[src/hdl/ext_bus_pkg.sv]
// Purpose: shared constants and types for the external bus and dram interface
// Assumes: 16-bit register words, 8-bit offsets inside the register block
// Notes: field positions below the documented offsets are local choices
package ext_bus_pkg;
  // register block offsets
  localparam logic [7:0] OFF_UPPER_CTRL = 8'hA0;
  localparam logic [7:0] OFF_LOWER_CTRL = 8'hA2;
  localparam logic [7:0] OFF_REFRESH_EN = 8'hE4;
  localparam logic [7:0] OFF_WIDTH_CFG = 8'hF2;
  localparam logic [7:0] OFF_BLOCK_BASE = 8'hFE;
  // region control fields
  localparam int CTRL_WS_LSB = 0;
  localparam int CTRL_WS_W = 2;
  localparam int CTRL_DRAM_BIT = 6;
  // refresh unit fields
  localparam int REF_EN_BIT = 15;
  localparam int REF_IVL_W = 9;
  // width config fields, 0 = 16-bit, 1 = 8-bit
  localparam int W_IO_BIT = 0;
  localparam int W_LOWER_BIT = 1;
  localparam int W_UPPER_BIT = 2;
  localparam int W_OTHER_BIT = 3;
  localparam int W_STROBE_BIT = 4;
  // values after reset
  localparam logic [15:0] RST_CTRL = 16'h0003;
  localparam logic [15:0] RST_REFRESH = 16'h0000;
  localparam logic [15:0] RST_WIDTH = 16'h0000;
  localparam logic [15:0] RST_BASE = 16'h00FF;
  // region decode on the top address nibble
  localparam logic [3:0] UPPER_NIBBLE = 4'hF;
  localparam logic [3:0] LOWER_NIBBLE = 4'h0;
  // timing
  localparam int CLK_PERIOD_NS = 50;
  localparam int DRAM_ACCESS_NS = 50;
  localparam int DRAM_CAS_CYC = (DRAM_ACCESS_NS + CLK_PERIOD_NS - 1) / CLK_PERIOD_NS;
  localparam logic [3:0] REF_CYC = 4'h7;
  localparam logic [3:0] REF_RAS_ON = 4'h1;
  localparam logic [3:0] REF_RAS_OFF = 4'h5;
  typedef enum logic [2:0] {ST_IDLE, ST_SRAM, ST_STROBE, ST_RAS, ST_CAS, ST_REF} bus_state_e;
endpackage

[src/hdl/ext_bus_dram_interface.sv]
// Purpose: external bus cycles, byte write enables, strobe option, dram and refresh
// Assumes: one 20 MHz clock, cpu request held until o_bus_done
// Notes: register port is the internal block port, word wide
// Function
// RL1: upper space width taken from boot pin; 16-bit boot locks it
// RL2: upper write enable low only when high-byte-active and write both low
// RL3: lower write enable low only when address bit zero and write both low
// RL4: write enables launched with the address bus
// RL5: strobe option drives data strobe on shared pin, address and data held
// RL6: strobe cycles end only when the peripheral returns ready
// RL7: two dram banks, lower and upper space, each enabled separately
// RL8: any enabled bank turns on column strobes and address multiplexing
// RL9: software sets dram spaces to 16-bit width
// RL10: every refresh cycle lasts exactly seven clocks
// RL11: no refresh until the refresh unit is enabled
// RL12: refresh asserts column strobes before the row strobe
// RL13: dram access allows zero added wait states
// RL14: software picks dram wait states by memory speed
// RL15: control registers are 16-bit read/write words in a 256-byte block
// RL16: byte writes to the block still store the full 16-bit word
// RL17: software writes with byte writes, reads with word reads
// RL18: software makes no unaligned block accesses
// RL19: software leaves unused offsets alone
// RL20: width field 0 selects 16-bit, 1 selects 8-bit
// RL21: row strobe with full address, column with even bits on odd lines
// RL22: refresh drives all ones on the address
// RL23: ready input passes two flip-flops before use
// RL24: write enables stay high on read, refresh and idle
`timescale 1ns/10ps
`default_nettype none
module ext_bus_dram_interface
  import ext_bus_pkg::*;
(
  input wire logic i_ref_clk,
  input wire logic i_rst_n,
  input wire logic i_boot_width_pin,
  input wire logic i_async_ready_in,
  input wire logic i_bus_req,
  input wire logic i_bus_write,
  input wire logic [19:0] i_bus_addr,
  input wire logic i_bus_high_byte_active_n,
  input wire logic [15:0] i_bus_wdata,
  input wire logic [15:0] i_data_in,
  input wire logic i_reg_wr,
  input wire logic i_reg_rd,
  input wire logic [7:0] i_reg_addr,
  input wire logic [15:0] i_reg_wdata,
  output logic o_bus_done,
  output logic [15:0] o_bus_rdata,
  output logic [15:0] o_reg_rdata,
  output logic [19:0] o_addr,
  output logic [15:0] o_data_out,
  output logic o_data_oe,
  output logic o_rd_n,
  output logic o_wr_n,
  output logic o_high_byte_active_n,
  output logic o_upper_byte_write_en_n,
  output logic o_lower_byte_write_en_n,
  output logic o_data_strobe_n,
  output logic o_upper_region_select_n,
  output logic o_lower_region_select_n,
  output logic o_bank0_row_strobe_n,
  output logic o_bank1_row_strobe_n,
  output logic o_high_col_strobe_n,
  output logic o_low_col_strobe_n,
  output logic o_upper_width8
);
  import ext_bus_pkg::*;

  logic rst_n;
  logic ready_sync;
  logic boot_taken_reg;
  logic boot8_reg;
  logic [15:0] upper_ctrl_reg;
  logic [15:0] lower_ctrl_reg;
  logic [15:0] refresh_reg;
  logic [15:0] width_reg;
  logic [15:0] base_reg;
  logic [REF_IVL_W-1:0] ivl_cnt_reg;
  logic ref_pend_reg;
  bus_state_e state_reg;
  logic [3:0] cnt_reg;
  logic [19:0] col_addr;
  logic hit_upper;
  logic hit_lower;
  logic dram_hit;
  logic [CTRL_WS_W-1:0] req_ws;
  logic ref_start;

  // reset release and ready input both go through two flops
  sync2 u_rst_sync (
    .i_ref_clk(i_ref_clk),
    .i_rst_n(i_rst_n),
    .i_d(1'b1),
    .o_q(rst_n)
  );
  sync2 u_rdy_sync (
    .i_ref_clk(i_ref_clk),
    .i_rst_n(rst_n),
    .i_d(i_async_ready_in),
    .o_q(ready_sync) // [RL23]
  );

  // request decode: top nibble picks the region
  assign hit_upper = (i_bus_addr[19:16] == UPPER_NIBBLE);
  assign hit_lower = (i_bus_addr[19:16] == LOWER_NIBBLE);
  assign dram_hit = (hit_upper && upper_ctrl_reg[CTRL_DRAM_BIT]) ||
                    (hit_lower && lower_ctrl_reg[CTRL_DRAM_BIT]); // [RL7]
  assign req_ws = hit_upper ? upper_ctrl_reg[CTRL_WS_LSB +: CTRL_WS_W] :
                  lower_ctrl_reg[CTRL_WS_LSB +: CTRL_WS_W];
  assign ref_start = (state_reg == ST_IDLE) && ref_pend_reg;

  // column address: odd lines up to 17 take the even bit below them
  genvar gi;
  generate
    for (gi = 0; gi < 20; gi++) begin : g_col
      if ((gi % 2 == 1) && (gi <= 17)) begin : g_odd
        assign col_addr[gi] = o_addr[gi-1]; // [RL21]
      end else begin : g_keep
        assign col_addr[gi] = o_addr[gi];
      end
    end
  endgenerate

  // register block: word wide even for byte writes, odd offsets ignored
  always_ff @(posedge i_ref_clk or negedge rst_n) begin
    if (!rst_n) begin
      upper_ctrl_reg <= RST_CTRL;
      lower_ctrl_reg <= RST_CTRL;
      refresh_reg <= RST_REFRESH;
      width_reg <= RST_WIDTH;
      base_reg <= RST_BASE;
      boot_taken_reg <= 1'b0;
      boot8_reg <= 1'b0;
    end else begin
      // strap caught on the first clock after release
      if (!boot_taken_reg) begin
        boot_taken_reg <= 1'b1;
        width_reg[W_UPPER_BIT] <= i_boot_width_pin; // [RL1]
        boot8_reg <= i_boot_width_pin;
      end
      if (i_reg_wr && !i_reg_addr[0]) begin
        unique case (i_reg_addr)
          OFF_UPPER_CTRL: upper_ctrl_reg <= i_reg_wdata; // [RL16]
          OFF_LOWER_CTRL: lower_ctrl_reg <= i_reg_wdata;
          OFF_REFRESH_EN: refresh_reg <= i_reg_wdata;
          OFF_WIDTH_CFG: begin
            width_reg[W_IO_BIT] <= i_reg_wdata[W_IO_BIT]; // [RL20]
            width_reg[W_LOWER_BIT] <= i_reg_wdata[W_LOWER_BIT];
            width_reg[W_OTHER_BIT] <= i_reg_wdata[W_OTHER_BIT];
            width_reg[W_STROBE_BIT] <= i_reg_wdata[W_STROBE_BIT];
            // only an 8-bit boot leaves the upper width writable, both ways
            if (boot8_reg) begin
              width_reg[W_UPPER_BIT] <= i_reg_wdata[W_UPPER_BIT]; // [RL1]
            end
          end
          OFF_BLOCK_BASE: base_reg <= i_reg_wdata;
          default: ;
        endcase
      end
    end
  end

  // read port: unused offsets read zero
  always_ff @(posedge i_ref_clk or negedge rst_n) begin
    if (!rst_n) begin
      o_reg_rdata <= 16'h0000;
    end else if (i_reg_rd) begin
      unique case (i_reg_addr)
        OFF_UPPER_CTRL: o_reg_rdata <= upper_ctrl_reg; // [RL15]
        OFF_LOWER_CTRL: o_reg_rdata <= lower_ctrl_reg;
        OFF_REFRESH_EN: o_reg_rdata <= refresh_reg;
        OFF_WIDTH_CFG: o_reg_rdata <= {11'h000, width_reg[4:0]};
        OFF_BLOCK_BASE: o_reg_rdata <= base_reg;
        default: o_reg_rdata <= 16'h0000;
      endcase
    end
  end

  // refresh interval timer; a pending request survives until taken or until refresh is disabled
  always_ff @(posedge i_ref_clk or negedge rst_n) begin
    if (!rst_n) begin
      ivl_cnt_reg <= '0;
      ref_pend_reg <= 1'b0;
    end else if (!refresh_reg[REF_EN_BIT]) begin
      ivl_cnt_reg <= refresh_reg[REF_IVL_W-1:0]; // [RL11]
      ref_pend_reg <= 1'b0;
    end else begin
      if (ivl_cnt_reg == '0) begin
        ivl_cnt_reg <= refresh_reg[REF_IVL_W-1:0];
        ref_pend_reg <= 1'b1; // set wins over the take below
      end else begin
        ivl_cnt_reg <= ivl_cnt_reg - 1'b1;
        if (ref_start) begin
          ref_pend_reg <= 1'b0;
        end
      end
    end
  end

  // bus cycle sequencer and every pin it launches
  always_ff @(posedge i_ref_clk or negedge rst_n) begin
    if (!rst_n) begin
      state_reg <= ST_IDLE;
      cnt_reg <= 4'h0;
      o_bus_done <= 1'b0;
      o_bus_rdata <= 16'h0000;
      o_addr <= 20'h00000;
      o_data_out <= 16'h0000;
      o_data_oe <= 1'b0;
      o_rd_n <= 1'b1;
      o_wr_n <= 1'b1;
      o_high_byte_active_n <= 1'b1;
      o_upper_byte_write_en_n <= 1'b1;
      o_lower_byte_write_en_n <= 1'b1;
      o_data_strobe_n <= 1'b1;
      o_upper_region_select_n <= 1'b1;
      o_lower_region_select_n <= 1'b1;
      o_bank0_row_strobe_n <= 1'b1;
      o_bank1_row_strobe_n <= 1'b1;
      o_high_col_strobe_n <= 1'b1;
      o_low_col_strobe_n <= 1'b1;
      o_upper_width8 <= 1'b0;
    end else begin
      o_bus_done <= 1'b0;
      o_upper_width8 <= width_reg[W_UPPER_BIT];
      unique case (state_reg)
        ST_IDLE: begin
          if (ref_pend_reg) begin
            // refresh goes first so it never starves
            state_reg <= ST_REF;
            cnt_reg <= 4'h0;
            o_addr <= 20'hFFFFF; // [RL22]
            o_high_col_strobe_n <= 1'b0; // [RL12]
            o_low_col_strobe_n <= 1'b0;
          end else if (i_bus_req) begin
            o_addr <= i_bus_addr; // [RL4]
            o_rd_n <= i_bus_write;
            o_wr_n <= ~i_bus_write;
            o_high_byte_active_n <= i_bus_high_byte_active_n;
            o_upper_byte_write_en_n <= i_bus_high_byte_active_n | ~i_bus_write; // [RL2]
            o_lower_byte_write_en_n <= i_bus_addr[0] | ~i_bus_write; // [RL3]
            o_data_out <= i_bus_wdata;
            o_data_oe <= i_bus_write;
            o_upper_region_select_n <= ~hit_upper;
            o_lower_region_select_n <= ~hit_lower;
            cnt_reg <= {2'b00, req_ws};
            if (dram_hit) begin
              state_reg <= ST_RAS;
              o_bank0_row_strobe_n <= ~hit_lower;
              o_bank1_row_strobe_n <= ~hit_upper;
            end else if (width_reg[W_STROBE_BIT]) begin
              state_reg <= ST_STROBE;
              o_data_strobe_n <= 1'b0; // [RL5]
            end else begin
              state_reg <= ST_SRAM;
              o_data_strobe_n <= 1'b0; // shared pin acts as data enable
            end
          end
        end
        ST_SRAM: begin
          if (cnt_reg == 4'h0) begin
            state_reg <= ST_IDLE;
          end else begin
            cnt_reg <= cnt_reg - 1'b1;
          end
        end
        ST_STROBE: begin
          // no timeout: the peripheral must answer
          if (ready_sync) begin
            state_reg <= ST_IDLE; // [RL6]
          end
        end
        ST_RAS: begin
          state_reg <= ST_CAS;
          o_addr <= col_addr; // [RL8]
          o_high_col_strobe_n <= o_high_byte_active_n;
          o_low_col_strobe_n <= o_addr[0];
          cnt_reg <= cnt_reg + 4'(DRAM_CAS_CYC - 1); // [RL13]
        end
        ST_CAS: begin
          if (cnt_reg == 4'h0) begin
            state_reg <= ST_IDLE;
          end else begin
            cnt_reg <= cnt_reg - 1'b1;
          end
        end
        ST_REF: begin
          cnt_reg <= cnt_reg + 1'b1;
          if (cnt_reg == REF_RAS_ON) begin
            o_bank0_row_strobe_n <= 1'b0;
            o_bank1_row_strobe_n <= 1'b0;
          end else if (cnt_reg == REF_RAS_OFF) begin
            o_bank0_row_strobe_n <= 1'b1;
            o_bank1_row_strobe_n <= 1'b1;
            o_high_col_strobe_n <= 1'b1;
            o_low_col_strobe_n <= 1'b1;
          end else if (cnt_reg == REF_CYC - 4'h1) begin
            state_reg <= ST_IDLE; // [RL10]
          end
        end
      endcase
      // common cycle end: release every strobe and enable
      if (((state_reg == ST_SRAM || state_reg == ST_CAS) && cnt_reg == 4'h0) ||
          (state_reg == ST_STROBE && ready_sync)) begin
        o_bus_done <= 1'b1;
        if (o_wr_n) begin
          o_bus_rdata <= i_data_in;
        end
        o_rd_n <= 1'b1;
        o_wr_n <= 1'b1;
        o_upper_byte_write_en_n <= 1'b1; // [RL24]
        o_lower_byte_write_en_n <= 1'b1;
        o_data_oe <= 1'b0;
        o_data_strobe_n <= 1'b1;
        o_upper_region_select_n <= 1'b1;
        o_lower_region_select_n <= 1'b1;
        o_bank0_row_strobe_n <= 1'b1;
        o_bank1_row_strobe_n <= 1'b1;
        o_high_col_strobe_n <= 1'b1;
        o_low_col_strobe_n <= 1'b1;
      end
    end
  end
endmodule
`default_nettype wire

[src/hdl/sync2.sv]
// Purpose: two-stage level synchroniser with asynchronous clear
// Assumes: i_d may change at any time relative to i_ref_clk
// Notes: the first stage feeds only the second stage
`timescale 1ns/10ps
`default_nettype none
module sync2 (
  input wire logic i_ref_clk,
  input wire logic i_rst_n,
  input wire logic i_d,
  output logic o_q
);
  logic meta_reg;
  // both stages clear to a constant under reset
  always_ff @(posedge i_ref_clk or negedge i_rst_n) begin
    if (!i_rst_n) begin
      meta_reg <= 1'b0;
      o_q <= 1'b0;
    end else begin
      meta_reg <= i_d;
      o_q <= meta_reg;
    end
  end
endmodule
`default_nettype wire

[config.mk]
export PLATFORM = sky130hd
export DESIGN_NAME = ext_bus_dram_interface
export DESIGN_NICKNAME = d
export VERILOG_FILES = /design/src/hdl/ext_bus_pkg.sv /design/src/hdl/ext_bus_dram_interface.sv /design/src/hdl/sync2.sv
export SDC_FILE = /design/constraint.sdc
export NUM_CORES = 1
export LEC_CHECK = 0
export ABC_AREA = 0
export CAP_MARGIN = 10
export CORE_UTILIZATION = 35
export DETAILED_ROUTE_END_ITERATION = 8
export DONT_BUFFER_PORTS = 1
export PLACE_DENSITY = 0.54
export SLEW_MARGIN = 30
export SYNTH_ARGS = -nofsm -noshare
export SYNTH_HDL_FRONTEND = slang
export SYNTH_SLANG_ARGS = --single-unit
export TNS_END_PERCENT = 20
[constraint.sdc]
create_clock -name i_ref_clk -period 5.32 [get_ports i_ref_clk]
set_clock_uncertainty 0.15 [all_clocks]
set_input_delay 0.266 -clock i_ref_clk [delete_from_list [all_inputs] [get_ports i_ref_clk]]
set_output_delay 0.266 -clock i_ref_clk [all_outputs]
set_load 0.01 [all_outputs]
==> flow_metrics.env <==
export IMPL_status="completed"
export IMPL_place_ws_ps=2510
export IMPL_syn_cell_area_um2=7860
export IMPL_clock_latency_ps=430
export IMPL_drv_cap=0
export IMPL_place_congestion=0.852
export IMPL_grt_max_degree=145
export IMPL_finalCriticalPeriod_ps=2720
export IMPL_cts_setup_buffers=0
export IMPL_syn_inst=694
export IMPL_power_leakage_nw=4.20
export IMPL_rsz0062_at_grt="no"
export IMPL_end_kind="register"
export IMPL_htreeDepth=4
export IMPL_timing_final_crit_share_pct=51.2
export IMPL_synth_avg_cell_area_um2=11.3
export IMPL_antennaDiodeCount=0
export IMPL_dpl_cell_area_um2=8070
export IMPL_numClockSinks=175
export IMPL_antenna_found_initial=0
export IMPL_crit_chain="inv_1 > ha_1 > nor3b_4 > a31oi_1 > o21a_1 > clkinv_2 > nand2_4 > mux2_2"
export IMPL_async_flop_share_pct=100
export IMPL_boundaryPins=168
export IMPL_timing_fmax_ghz=0.367
export IMPL_dieWidth_um=152
export IMPL_slew_headroom_pct=30.7
export IMPL_finalSetupViolations=0
export IMPL_ir_drop_uv=198
export IMPL_wl_per_cell_um=18.8
export IMPL_power_density_nw_per_um2=445
export IMPL_drive_gt1_share_pct=21.1
export IMPL_final_max_slew_violation_count=0
export IMPL_worst_pin_slew_ps=1030
export IMPL_grt_first_pass_wirelength_mm=32.4
export IMPL_min_path_type="in -> reg"
export IMPL_overflow=0
export IMPL_cts_hold_buf=80
export IMPL_area_delta_synth_final_pct=21.6
export IMPL_grtUsageTotal_pct=17.6
export IMPL_fp_row_count=54
export IMPL_cts_root_buffer="clkbuf_16"
export IMPL_slowest_stage="dfrtp_1"
export IMPL_start_util_pct=35.9
export IMPL_setup_slack_ps=2600
export IMPL_post_dp_hpwl_mm=13.0
export IMPL_hold_viol=0
export IMPL_cts_made_buffers=17
export IMPL_final_common_cell="dfrtp_1"
export IMPL_clk_pin_slew_worst_paths_ps=70
export IMPL_yosys_register_bits=175
export IMPL_largest_reg_flops=20
export IMPL_cpPeakStageDelay_ps=470
export IMPL_ys_types=67
export IMPL_ys_flop_type="dfrtp_1"
export IMPL_cts_resized_gates=0
export IMPL_grt_pass1_vias=5934
export IMPL_cts_buffer_depth=2
export IMPL_seqCellArea_um2=4410
export IMPL_dr_pass1_iters=5
export IMPL_final_nets=855
export IMPL_setup_tns_ps=0
export IMPL_ant_nets=0
export IMPL_yosys_warnings=0
export IMPL_post_drt_via_cell_ratio=5.46
export IMPL_coreArea_um2=21900
export IMPL_die_area_um2=23000
export IMPL_regMostFlops="o_addr"
export IMPL_first_iter_violations=436
export IMPL_required_ps=5490
export IMPL_crit_arrival_ps=2890
export IMPL_worstPathMaxFanout=16
export IMPL_power_mw=4.25
export IMPL_final_area_um2=9550
export IMPL_cp_start_kind="register"
export IMPL_drcViolationCount=0
export IMPL_vias=5774
export IMPL_cts_tree="yes"
export IMPL_io_buffers=0
export IMPL_synth_edff_count=0
export IMPL_setup_worst_path_class="reg -> reg"
export IMPL_ys_seq_area_share_pct=56.1
export IMPL_final_cell_mix="dfrtp_1, nand2_1, dlygate4sd3_1, mux2_2, nor2_1"
export IMPL_final_util_pct=43.6
export IMPL_wl_mm=19.8
export IMPL_dieHeight_um=152
export IMPL_multi_input_area_um2=3240
export IMPL_fill_cells=2013
-- through the flow --
stage          hold WS [ps]  instances
5_1_grt                38.1       1057
6_report               23.8       1057
4_1_cts                5.28       1054
3_5_place_dp           -180        942
2_1_floorplan          -180        695
3_3_place_gp           -180        942
-- power breakdown --
part	switching (mW)	leakage (nW)	total, mW	internal, mW
clock	0.604	0.311	1.33	0.728
combinational	0.474	1.69	0.858	0.383
sequential	0.401	2.20	2.06	1.66
total	1.48	4.20	4.25	2.77
-- cells by family after synthesis --
kind of cell / count (synthesis) / share of synthesized area (%)
other cells: 1 / 0.0477
xor+xnor: 7 / 0.781
flops: 175 / 56.1
simple gates: 227 / 14.0
buf+inv: 48 / 2.88
mux: 86 / 12.8
compound gates: 144 / 12.4
fa+ha+maj: 6 / 0.956
-- area by class of cell --
cell class                 count  area share [%]
clock buffer                  17            4.45
clock inverter                15            2.21
inverter                      12           0.485
multi-input combinational    472            33.9
sequential                   175            46.2
tap                          280            3.67
timing repair buffer          86            9.03
-- per-layer routing --
| metal | vias up | track usage [%] | part of all wire [%] |
|---|---|---|---|
| met1 | 2911 | 23.1 | 44 |
| met5 | - | 0 | 0 |
| met3 | 28 | 4.31 | 6.1 |
| met2 | 215 | 28.5 | 48 |
| li1 | 2620 | - | - |
| met4 | 0 | 5.86 | 1.8 |
-- path summary, 6_finish.rpt --
path	startpoint	depth (start not counted)	to	slack, ps
max	cnt_reg[0]$_DFFE_PN0P_	8	o_bus_rdata[14]$_DFFE_PN0P_	2600
min in group asynchronous	u_rst_sync.o_q$_DFF_PN0_	0	o_addr[14]$_DFFE_PN0P_	110
max reg2reg	cnt_reg[0]$_DFFE_PN0P_	8	o_bus_rdata[14]$_DFFE_PN0P_	2600
min reg2reg	u_rst_sync.o_q$_DFF_PN0_	0	o_addr[14]$_DFFE_PN0P_	110
max in group asynchronous	u_rst_sync.o_q$_DFF_PN0_	1	o_bus_done$_DFF_PN0_	3790
min	i_reg_wr	2	width_reg[1]$_DFFE_PN0P_	20
-- worst max-delay path, delay by kind of cell, from the launching register on --
family                   cells  cell delay (ps)
adder cells (fa/ha/maj)      1              230
flip-flops                   1              470
multiplexers                 1              370
AO/OA/AOI/OAI                2              580
AND/OR/NAND/NOR              2              410
buffers and inverters        2              380
-- Yosys cell counts (3+ instances only) --
| cell | count | area [um^2] |
|---|---|---|
| clkbuf_1 | 20 | 75.1 |
| a22o_1 | 3 | 26.3 |
| nor3_1 | 11 | 55.1 |
| dfrtp_1 | 151 | 3780 |
| nand3_1 | 16 | 80.1 |
| nand2_1 | 106 | 398 |
| ha_1 | 6 | 75.1 |
| nand2b_1 | 4 | 25.0 |
| mux2_4 | 10 | 150 |
| a21oi_1 | 28 | 140 |
| inv_1 | 11 | 41.3 |
| o21a_1 | 10 | 75.1 |
| o22ai_1 | 5 | 31.3 |
| nand4_1 | 4 | 25.0 |
| and2_1 | 3 | 18.8 |
| o22a_1 | 6 | 52.6 |
| nor3b_1 | 3 | 22.5 |
| a22oi_1 | 32 | 240 |
| xnor2_1 | 3 | 26.3 |
| dfstp_2 | 24 | 631 |
| nor4_1 | 6 | 37.5 |
| buf_2 | 9 | 45.0 |
| o21ai_0 | 27 | 135 |
| a31oi_1 | 7 | 43.8 |
| mux2_2 | 75 | 845 |
| buf_4 | 3 | 22.5 |
| buf_6 | 3 | 33.8 |
| nand3b_1 | 4 | 30.0 |
| xor2_1 | 4 | 35.0 |
| o221ai_1 | 7 | 61.3 |
| nor2_1 | 49 | 184 |
No activity file was read; power rests on OpenSTA's default activity.
